===== src/design/spcs_pkg.sv =====
package spcs_pkg;
    localparam logic [7:0] SPCS_CMD_SPR_READ = 8'h80;
    localparam logic [7:0] SPCS_CMD_SPR_OVERRUN = 8'h81;
    localparam logic [7:0] SPCS_CMD_SPR_ON = 8'h82;
    localparam logic [7:0] SPCS_CMD_SPR_OFF = 8'h83;
    localparam logic [7:0] SPCS_CMD_SPR_WRITE = 8'h84;
    localparam logic [7:0] SPCS_CMD_SPR_SWITCH = 8'h85;
    localparam logic [7:0] SPCS_CMD_EXIT = 8'h88;
    localparam logic [7:0] SPCS_CMD_PEN_READ = 8'hc0;
    localparam int SPCS_ST_PEN = 7;
    localparam int SPCS_ST_VBLANK = 6;
    localparam int SPCS_ST_SPRITE = 5;
    localparam int SPCS_ST_FAULT = 4;
    localparam int SPCS_ST_BUSY = 2;
    localparam int SPCS_ST_OBF = 1;
    localparam int SPCS_ST_IBF = 0;
    localparam logic [2:0] SPCS_ATTR_Y_LO = 3'h0;
    localparam logic [2:0] SPCS_ATTR_HEIGHT = 3'h1;
    localparam logic [2:0] SPCS_ATTR_LAST = 3'h7;
    localparam int SPCS_VIS_BIT = 4;
    localparam logic [7:0] SPCS_STATUS_RESET = 8'h00;
    localparam logic [4:0] SPCS_SPRITE_RESET = 5'h00;
    localparam logic [7:0] SPCS_ATTR_RESET = 8'h00;
    localparam logic [1:0] SPCS_HOST_PORT_STATUS = 2'h0;
    localparam logic [1:0] SPCS_HOST_PORT_DATA = 2'h1;
    localparam logic [1:0] SPCS_HOST_PORT_CMD = 2'h2;
    localparam logic [1:0] SPCS_HOST_PORT_PARAM = 2'h3;
    localparam logic [7:0] SPCS_WB_CTRL = 8'h00;
    localparam logic [7:0] SPCS_WB_WDATA = 8'h04;
    localparam logic [7:0] SPCS_WB_RDATA = 8'h08;
    localparam logic [7:0] SPCS_WB_STATUS = 8'h0c;
    typedef enum logic [2:0] {
        SPCS_IDLE = 3'b000,
        SPCS_PARAM = 3'b001,
        SPCS_READ = 3'b010,
        SPCS_WRITE = 3'b011,
        SPCS_HALT = 3'b100
    } spcs_state_type;
endpackage : spcs_pkg


===== src/design/spcs_if.sv =====
`timescale 1ns/100ps
interface spcs_if;
    logic store_stb;
    logic fetch_stb;
    logic [1:0] port_sel;
    logic [7:0] wdata;
    logic [7:0] rdata;
    logic ready;
    modport device (input store_stb, input fetch_stb, input port_sel, input wdata,
        output rdata, output ready);
    modport host (output store_stb, output fetch_stb, output port_sel, output wdata,
        input rdata, input ready);
endinterface : spcs_if


===== src/design/spcs_device.sv =====
`timescale 1ns/100ps
// Summary of operation
// - Read command returns addressed attribute byte
// - Attribute index selects field of record
// - Each taken byte advances attribute, then sprite
// - Read streaming continues until new command
// - Write command stores following parameter bytes
// - Each stored byte advances attribute, then sprite
// - Switch command sets sprite visible bit
// - Overrun query returns flags, clears sprite event
// - Status byte layout for host
// - Input full sets on store, clears consumed
// - Store while input full stalls via ready
// - Output full set on load, cleared fetch/command
// - Fetch before data stalls via ready
// - Busy follows input full and streaming commands
// - Fault halts processing until exit, except the too-few-parameters fault and a surplus parameter during a read
// - Malformed input and bad pen read fault
// - Surplus parameters discarded with fault
// - Too few parameters handling
// - Sprite event updated at vertical blank
// - Vertical blank flag follows blanking
// - Pen hit set on capture, cleared by read
// - Host polls input full before stores, output full for data reads
// - Exit aborts parameters or transfers
module spcs_device
    import spcs_pkg::*;
#(
    parameter int SPRITES = 32
) (
    input wire logic clk_i,
    input wire logic rst_i,
    spcs_if.device bus,
    input wire logic vblank_i,
    input wire logic line_over_i,
    input wire logic collide_i,
    input wire logic [4:0] excess_index_i,
    input wire logic pen_capture_i,
    input wire logic pen_in_area_i,
    output logic [7:0] status_o
);
    logic [7:0] attr_mem [0:SPRITES*8-1];
    spcs_state_type state_reg;
    logic [7:0] cmd_reg;
    logic [1:0] pcount_reg;
    logic [4:0] sprite_reg;
    logic [2:0] attr_reg;
    logic [7:0] in_reg;
    logic [1:0] in_port_reg;
    logic ibf_reg, obf_reg, busy_reg, fault_reg, ev_reg, vb_reg, pen_reg;
    logic so_reg, col_reg, so_acc_reg, col_acc_reg, vb_d_reg, store_d_reg, fetch_d_reg;
    logic [4:0] ovs_reg, ovs_acc_reg;
    logic [7:0] rdata_reg;
    logic ready_reg;
    logic [7:0] addr;
    logic store_rise, fetch_rise, in_cmd, in_param, known_cmd, consume, fetch_take;

    function automatic logic [1:0] param_count(input logic [7:0] c);
        unique case (c)
            SPCS_CMD_SPR_READ, SPCS_CMD_SPR_WRITE: param_count = 2'd2;
            SPCS_CMD_SPR_SWITCH: param_count = 2'd1;
            default: param_count = 2'd0;
        endcase
    endfunction : param_count

    assign addr = {sprite_reg, attr_reg};
    assign store_rise = bus.store_stb && !store_d_reg;
    assign fetch_rise = bus.fetch_stb && bus.port_sel == SPCS_HOST_PORT_DATA && !fetch_d_reg;
    assign consume = ibf_reg;
    assign in_cmd = consume && in_port_reg == SPCS_HOST_PORT_CMD;
    assign in_param = consume && in_port_reg == SPCS_HOST_PORT_PARAM;
    assign known_cmd = in_reg[7] && (in_reg[6:4] == 3'h0 || in_reg == SPCS_CMD_PEN_READ);
    assign fetch_take = fetch_rise && obf_reg;
    always_ff @(posedge clk_i) begin
        if (rst_i) begin
            store_d_reg <= 1'b0;
            fetch_d_reg <= 1'b0;
        end else begin
            store_d_reg <= bus.store_stb && (store_d_reg || !ibf_reg);
            fetch_d_reg <= fetch_rise ? obf_reg : fetch_d_reg && bus.fetch_stb;
        end
    end

    // Input buffer latch; a store while full is held off
    always_ff @(posedge clk_i) begin
        if (rst_i) begin
            ibf_reg <= 1'b0;
            in_reg <= 8'h00;
            in_port_reg <= SPCS_HOST_PORT_STATUS;
        end else if (store_rise && !ibf_reg) begin
            ibf_reg <= 1'b1;
            in_reg <= bus.wdata;
            in_port_reg <= bus.port_sel;
        end else if (consume) begin
            ibf_reg <= 1'b0;
        end
    end
    always_ff @(posedge clk_i) begin
        if (rst_i) begin
            ready_reg <= 1'b1;
        end else begin
            ready_reg <= !((bus.store_stb && ibf_reg && !store_d_reg)
                || (fetch_rise && !obf_reg));
        end
    end

    always_ff @(posedge clk_i) begin
        if (rst_i) begin
            state_reg <= SPCS_IDLE;
            cmd_reg <= 8'h00;
            pcount_reg <= 2'd0;
            sprite_reg <= SPCS_SPRITE_RESET;
            attr_reg <= SPCS_ATTR_Y_LO;
            fault_reg <= 1'b0;
            busy_reg <= 1'b0;
            obf_reg <= 1'b0;
            rdata_reg <= 8'h00;
        end else begin
            if (store_rise && !ibf_reg) begin
                busy_reg <= 1'b1;
            end
            if (fetch_take) begin
                obf_reg <= 1'b0;
            end
            if (in_cmd && in_reg == SPCS_CMD_EXIT) begin
                state_reg <= SPCS_IDLE;
                fault_reg <= 1'b0;
                obf_reg <= 1'b0;
                busy_reg <= 1'b0;
            end else if (in_cmd && state_reg == SPCS_HALT) begin
                obf_reg <= 1'b0;
            end else if (in_cmd) begin
                obf_reg <= 1'b0;
                if (!known_cmd) begin
                    fault_reg <= 1'b1;
                    state_reg <= SPCS_HALT;
                    busy_reg <= 1'b0;
                end else begin
                    if (state_reg == SPCS_PARAM) begin
                        fault_reg <= 1'b1;
                    end
                    cmd_reg <= in_reg;
                    pcount_reg <= 2'd0;
                    attr_reg <= SPCS_ATTR_Y_LO;
                    busy_reg <= 1'b0;
                    state_reg <= SPCS_IDLE;
                    if (param_count(in_reg) != 2'd0) begin
                        state_reg <= SPCS_PARAM;
                        busy_reg <= 1'b1;
                    end else if (in_reg == SPCS_CMD_SPR_OVERRUN) begin
                        rdata_reg <= {1'b0, so_reg, col_reg, ovs_reg};
                        obf_reg <= 1'b1;
                    end else if (in_reg == SPCS_CMD_PEN_READ && !pen_in_area_i) begin
                        fault_reg <= 1'b1;
                        state_reg <= SPCS_HALT;
                    end
                end
            end else if (consume && in_port_reg != SPCS_HOST_PORT_PARAM) begin
                fault_reg <= 1'b1;
                state_reg <= SPCS_HALT;
                busy_reg <= 1'b0;
            end else if (in_param) begin
                unique case (state_reg)
                    SPCS_PARAM: begin
                        pcount_reg <= pcount_reg + 2'd1;
                        if (pcount_reg == 2'd0) begin
                            sprite_reg <= in_reg[4:0];
                        end else begin
                            attr_reg <= in_reg[2:0];
                        end
                        if (cmd_reg == SPCS_CMD_SPR_SWITCH) begin
                            attr_mem[{in_reg[7:3], SPCS_ATTR_HEIGHT}][SPCS_VIS_BIT]
                                <= in_reg[1];
                            state_reg <= SPCS_IDLE;
                            busy_reg <= 1'b0;
                        end else if (pcount_reg == 2'd1 && cmd_reg == SPCS_CMD_SPR_READ) begin
                            rdata_reg <= attr_mem[{sprite_reg, in_reg[2:0]}];
                            obf_reg <= 1'b1;
                            state_reg <= SPCS_READ;
                        end else if (pcount_reg == 2'd1) begin
                            state_reg <= SPCS_WRITE;
                        end
                    end
                    SPCS_WRITE: begin
                        attr_mem[addr] <= in_reg;
                        attr_reg <= attr_reg + 3'd1;
                        if (attr_reg == SPCS_ATTR_LAST) begin
                            sprite_reg <= sprite_reg + 5'd1;
                        end
                    end
                    SPCS_IDLE: begin
                        fault_reg <= 1'b1;
                        state_reg <= SPCS_HALT;
                    end
                    SPCS_READ, SPCS_HALT: begin
                        fault_reg <= 1'b1;
                    end
                    default: begin
                        state_reg <= SPCS_HALT;
                    end
                endcase
            end else if (state_reg == SPCS_READ && fetch_d_reg && !bus.fetch_stb) begin
                // Next byte waits for the strobe to drop, so the taken one stands
                attr_reg <= attr_reg + 3'd1;
                if (attr_reg == SPCS_ATTR_LAST) begin
                    sprite_reg <= sprite_reg + 5'd1;
                end
                rdata_reg <= attr_mem[addr + 8'd1];
                obf_reg <= 1'b1;
            end
        end
    end
    // Sprite event accumulates over a frame, published at blank entry
    always_ff @(posedge clk_i) begin
        if (rst_i) begin
            vb_d_reg <= 1'b0;
            ev_reg <= 1'b0;
            so_reg <= 1'b0;
            col_reg <= 1'b0;
            ovs_reg <= 5'h00;
            so_acc_reg <= 1'b0;
            col_acc_reg <= 1'b0;
            ovs_acc_reg <= 5'h00;
        end else begin
            vb_d_reg <= vblank_i;
            if (vblank_i && !vb_d_reg) begin
                so_reg <= so_acc_reg || line_over_i;
                col_reg <= col_acc_reg || collide_i;
                ovs_reg <= ovs_acc_reg;
                so_acc_reg <= 1'b0;
                col_acc_reg <= 1'b0;
                if (so_acc_reg || col_acc_reg || line_over_i || collide_i) begin
                    ev_reg <= 1'b1;
                end
            end else begin
                if (line_over_i && !so_acc_reg) begin
                    ovs_acc_reg <= excess_index_i;
                end
                so_acc_reg <= so_acc_reg || line_over_i;
                col_acc_reg <= col_acc_reg || collide_i;
                if (in_cmd && in_reg == SPCS_CMD_SPR_OVERRUN && state_reg != SPCS_HALT) begin
                    ev_reg <= 1'b0;
                end
            end
        end
    end

    always_ff @(posedge clk_i) begin
        if (rst_i) begin
            pen_reg <= 1'b0;
            vb_reg <= 1'b0;
        end else begin
            vb_reg <= vblank_i;
            if (pen_capture_i) begin
                pen_reg <= 1'b1;
            end else if (in_cmd && in_reg == SPCS_CMD_PEN_READ && state_reg != SPCS_HALT) begin
                pen_reg <= 1'b0;
            end
        end
    end
    // Status is pure observation; no flag reacts to reading it
    always_ff @(posedge clk_i) begin
        if (rst_i) begin
            status_o <= SPCS_STATUS_RESET;
        end else begin
            status_o <= {pen_reg, vb_reg, ev_reg, fault_reg, 1'b0,
                busy_reg || ibf_reg, obf_reg, ibf_reg};
        end
    end
    assign bus.rdata = (bus.port_sel == SPCS_HOST_PORT_STATUS) ? status_o : rdata_reg;
    assign bus.ready = ready_reg;
endmodule : spcs_device


===== src/flat_wrapper.sv =====
// flat-port wrapper written by rule: the top's interface ports become plain ports
module spcs_device_flat import spcs_pkg::*;
#(
    parameter int SPRITES = 32
)
  (clk_i, rst_i, vblank_i, line_over_i, collide_i, excess_index_i, pen_capture_i, pen_in_area_i, status_o, bus_store_stb, bus_fetch_stb, bus_port_sel, bus_wdata, bus_rdata, bus_ready);
  spcs_if bus_i ();
  input wire logic clk_i;
  input wire logic rst_i;
  input wire logic vblank_i;
  input wire logic line_over_i;
  input wire logic collide_i;
  input wire logic [4:0] excess_index_i;
  input wire logic pen_capture_i;
  input wire logic pen_in_area_i;
  output logic [7:0] status_o;
  input wire logic [$bits(bus_i.store_stb)-1:0] bus_store_stb;
  input wire logic [$bits(bus_i.fetch_stb)-1:0] bus_fetch_stb;
  input wire logic [$bits(bus_i.port_sel)-1:0] bus_port_sel;
  input wire logic [$bits(bus_i.wdata)-1:0] bus_wdata;
  output wire logic [$bits(bus_i.rdata)-1:0] bus_rdata;
  output wire logic [$bits(bus_i.ready)-1:0] bus_ready;
  assign bus_i.store_stb = bus_store_stb;
  assign bus_i.fetch_stb = bus_fetch_stb;
  assign bus_i.port_sel = bus_port_sel;
  assign bus_i.wdata = bus_wdata;
  assign bus_rdata = bus_i.rdata;
  assign bus_ready = bus_i.ready;
  spcs_device #(.SPRITES(SPRITES)) u_core (.clk_i(clk_i), .rst_i(rst_i), .bus(bus_i), .vblank_i(vblank_i), .line_over_i(line_over_i), .collide_i(collide_i), .excess_index_i(excess_index_i), .pen_capture_i(pen_capture_i), .pen_in_area_i(pen_in_area_i), .status_o(status_o));
endmodule

===== config.mk =====
export PLATFORM = sky130hd
export DESIGN_NAME = spcs_device_flat
export DESIGN_NICKNAME = d
export VERILOG_FILES = /design/src/design/spcs_pkg.sv /design/src/design/spcs_if.sv /design/src/design/spcs_device.sv /design/src/flat_wrapper.sv
export SDC_FILE = /design/constraint.sdc
export NUM_CORES = 2
export LEC_CHECK = 0
export ABC_CLOCK_PERIOD_IN_PS = 16000
export BUFFER_PORTS_ARGS = -buffer_cell sky130_fd_sc_hd__clkbuf_2
export CORE_ASPECT_RATIO = 0.9
export CORE_MARGIN = 2
export CORE_UTILIZATION = 33
export DETAILED_ROUTE_END_ITERATION = 10
export HOLD_SLACK_MARGIN = 0.03
export PLACE_DENSITY = 0.46
export SLEW_MARGIN = 10
export SYNTH_ARGS = -nofsm -noshare
export SYNTH_HDL_FRONTEND = slang
export SYNTH_SLANG_ARGS = --single-unit

===== constraint.sdc =====
create_clock -name clk_i -period 16 [get_ports clk_i]
set_input_delay 0 -clock clk_i [delete_from_list [all_inputs] [get_ports clk_i]]
set_output_delay 0 -clock clk_i [all_outputs]
set_load 0.01 [all_outputs]

==> results.sh <==
export IMPL_mostFrequentLayoutCells="edfxtp_1, mux4_2, nor2_1, mux2i_1, clkbuf_16"
export IMPL_cp_max_fo=107
export IMPL_crit_path_start_kind="flop"
export IMPL_fin_crit_ns=6.21
export IMPL_synth_top_cell_area_share_pct=60.8
export IMPL_ys_flop_type="edfxtp_1"
export IMPL_clkSlewWorstSetupHoldPaths_ns=0.06
export IMPL_p_per_area_mw_per_mm2=109
export IMPL_hold_start="vblank_i"
export IMPL_grt_overflow_total=0
export IMPL_critPathKind="flop to flop"
export IMPL_finClkSkew_ns=0.0709
export IMPL_violations="capacitance limit"
export IMPL_postCtsSetupBuffers=0
export IMPL_cts_max_path_buffers=4
export IMPL_drt_met1_wl_um=168000
export IMPL_fp_row_count=192
export IMPL_r2r_cells=11
export IMPL_port_buffers=39
export IMPL_r2r_start="u_core.attr_reg[0]"
export IMPL_ys_seq_area_share_pct=62.2
export IMPL_ios=41
export IMPL_numClockSinks=2118
export IMPL_final_common_cell="edfxtp_1"
export IMPL_coreArea_sq_mm=0.304
export IMPL_rsz0062_at_grt="no"
export IMPL_tritoncts="built"
export IMPL_dr_wl_met3_um=38800
export IMPL_holdWs_ns=0.127
export IMPL_p_leak_nw=36.7
export IMPL_async_flop_share_pct=0
export IMPL_max_freq_ghz=0.161
export IMPL_drt_initial_drc_count=8884
export IMPL_endpoint_kind="flop"
export IMPL_synth_edff_count=2048
export IMPL_synth_area_sq_mm=0.101
export IMPL_wl_per_cell_um=38.4
export IMPL_drc=0
export IMPL_synthCells=5859
export IMPL_outcome="complete, but fails checks"
export IMPL_synth_seq_cells=2118
export IMPL_largest_reg_flops=2048
export IMPL_route_met2_wl_um=171000
export IMPL_detail_route_antenna_nets=0
export IMPL_viasPerCell=6.21
export IMPL_vias=63200
export IMPL_cts_root_buf="clkbuf_16"
export IMPL_place_congestion=0.876
export IMPL_area_growth_pct=13.2
export IMPL_top_layer="met5"
export IMPL_combPwrFrac_pct=8.3
export IMPL_start_util_pct=33.2
export IMPL_cts_made_buffers=240
export IMPL_fin_nets=5947
export IMPL_synth_area_leaders="edfxtp_1, mux4_2, mux2i_1, nor2_1, dfxtp_1"
export IMPL_syn_area_per_cell_sq_um=17.3
export IMPL_place_detailed_hpwl_um=244000
export IMPL_firstDrtPassIters=5
export IMPL_worst_pin_slew_ns=1.46
export IMPL_top_register="u_core.attr_mem"
export IMPL_power_frac_seq_pct=48.3
export IMPL_synth_largest_area_cell="edfxtp_1"
export IMPL_setup_viol=0
export IMPL_r2r_end="u_core.rdata_reg[6]"
export IMPL_maxCapViolations=1
export IMPL_post_route_period_util_pct=38.8
export IMPL_worstPathArrival_ns=6.97
export IMPL_required_ns=16.75
export IMPL_grt_pass1_wl_um=534000
export IMPL_die_x_um=587
export IMPL_hp_class="input port to flop"
export IMPL_grt_max_degree=145
export IMPL_peakVddDrop_uv=84.4
export IMPL_hold_viol_final=0
export IMPL_p_int_mw=9.54
export IMPL_report_final_slew_viol_count=0
export IMPL_switching_power_mw=2.95
export IMPL_max_slew_margin_rel_pct=1.47
export IMPL_h_tree_depth=4
export IMPL_drt_total_wl_um=391000
export IMPL_die_area_sq_mm=0.311
export IMPL_clock_power_share_pct=43.5
export IMPL_fin_setup_tns_ns=0
export IMPL_die_h_um=529
export IMPL_drive_gt1_share_pct=26.8
export IMPL_r2r_slack_ns=9.79
export IMPL_netSwitchingFraction_pct=23.6
export IMPL_antenna_found_initial=26
export IMPL_first_global_vias=61200
export IMPL_crit_start="u_core.attr_reg[0]"
export IMPL_worstSetupEndpoint="u_core.rdata_reg[6]"
export IMPL_ys_types=77
export IMPL_grt_usage_pct=24.7
export IMPL_syn_nets=5888
export IMPL_clk_latency_ns=0.92
export IMPL_synth_warnings=0
[repair_timing]
item                                    CTS  global route
hold buffers                             77             0
endpoints found under the setup margin    0             0
resized for setup                         0             0
hold endpoints to repair                 58             0
[Yosys cell counts, drive strengths merged, types with 5 or more instances]
cell     number
or2           6
and3         10
o311ai        7
edfxtp     2048
nor4         10
a22oi        90
nand4        14
nor3b         6
nor3         60
dfxtp        70
mux2i       427
a31oi        34
o31ai        14
and2         11
nand3b        6
nand2b       21
inv           9
or3          15
o32ai         7
o22ai        15
nand2       212
nor2b        35
o2111ai       8
mux2         39
nand3        73
a221o        25
ha            5
mux4        947
o211ai       19
a311oi       12
o21ai       100
a211oi       52
a2111oi      10
a221oi      112
clkbuf      206
or4           5
a22o          5
o221ai        9
o21a          6
xnor2         5
a21o          5
a21oi       107
buf         303
nor2        635
[critical path, stage by stage, from the launching register on]
cell and delay [ns]:
dfxtp_4 0.75, ha_4 0.65, buf_12 0.52, buf_4 0.66
buf_4 0.67, mux4_2 0.43, mux4_2 0.53, a22o_1 0.29
a221oi_1 0.66, or3_1 0.20, o311a_1 0.16, a311oi_1 0.08
[worst min path at each step]
stage	slack (ns)	endpoint	cells past startpoint
4_1_cts	0.04	u_core.fetch_d_reg	5
6_report	0.13	u_core.ovs_reg[4]	5
3_5_place_dp	0.24	u_core.pen_reg	3
5_1_grt	0.14	u_core.ovs_reg[0]	5
3_3_place_gp	0.22	u_core.pen_reg	3
2_1_floorplan	0.12	u_core.pen_reg	2
[kinds of logic (layout without fill, tap and decap cells)]
group                    Yosys count  after routing  synth area share, %
flip-flops                      2118           2118                 62.2
other                              1              8              0.00371
AND/OR/NAND/NOR                 1127           1127                 4.76
XOR/XNOR                           5              5               0.0433
multiplexers                    1413           1413                 25.8
adder cells (fa/ha/maj)            5              5               0.0619
buffers and inverters            520            758                 2.44
AO/OA/AOI/OAI                    670            670                 4.73
[per-stage QoR]
| stage | std cells | total power, mW | cell area (sq um) | utilization [%] | setup slack (ns) |
|---|---|---|---|---|---|
| final | 10200 | 12.5 | 114000 | 37.6 | 9.79 |
| after global routing | 10200 | 12.8 | 114000 | 37.6 | 9.80 |
| after CTS | 10200 | 12.6 | 114000 | 37.6 | 9.91 |
| after detailed placement | 9672 | 7.16 | 106000 | 34.9 | 9.90 |
| after global placement | 9672 | 7.16 | 106000 | 34.9 | 9.93 |
| after floorplan | 5859 | 6.84 | 101000 | - | 7.22 |
[power by group through the flow]
stage                     logic (mW)  clock network (mW)  registers (mW)
after floorplan                0.710                   0            6.13
after global placement          1.02                   0            6.15
after detailed placement        1.02                   0            6.15
after CTS                       1.04                5.51            6.03
after global routing            1.07                5.71            6.03
final                           1.03                5.43            6.03
[per-layer routing]
metal | track usage [%] | up-vias
met5 | 0 | -
met4 | 7.54 | 18
met3 | 5.15 | 614
met2 | 36.5 | 3624
met1 | 36.3 | 34500
li1 | - | 24500
[area by class of cell]
cell class | instances | area [sq um]
Antenna cell | 7 | 17.5
Clock buffer | 301 | 6330
Clock inverter | 120 | 1200
Fill cell | 28000 | 190000
Inverter | 11 | 51.3
Multi-Input combinational cell | 3221 | 36100
Sequential cell | 2118 | 62900
Tap cell | 4074 | 5100
Timing Repair Buffer | 326 | 2760
Power figures use the tool's default switching activity.
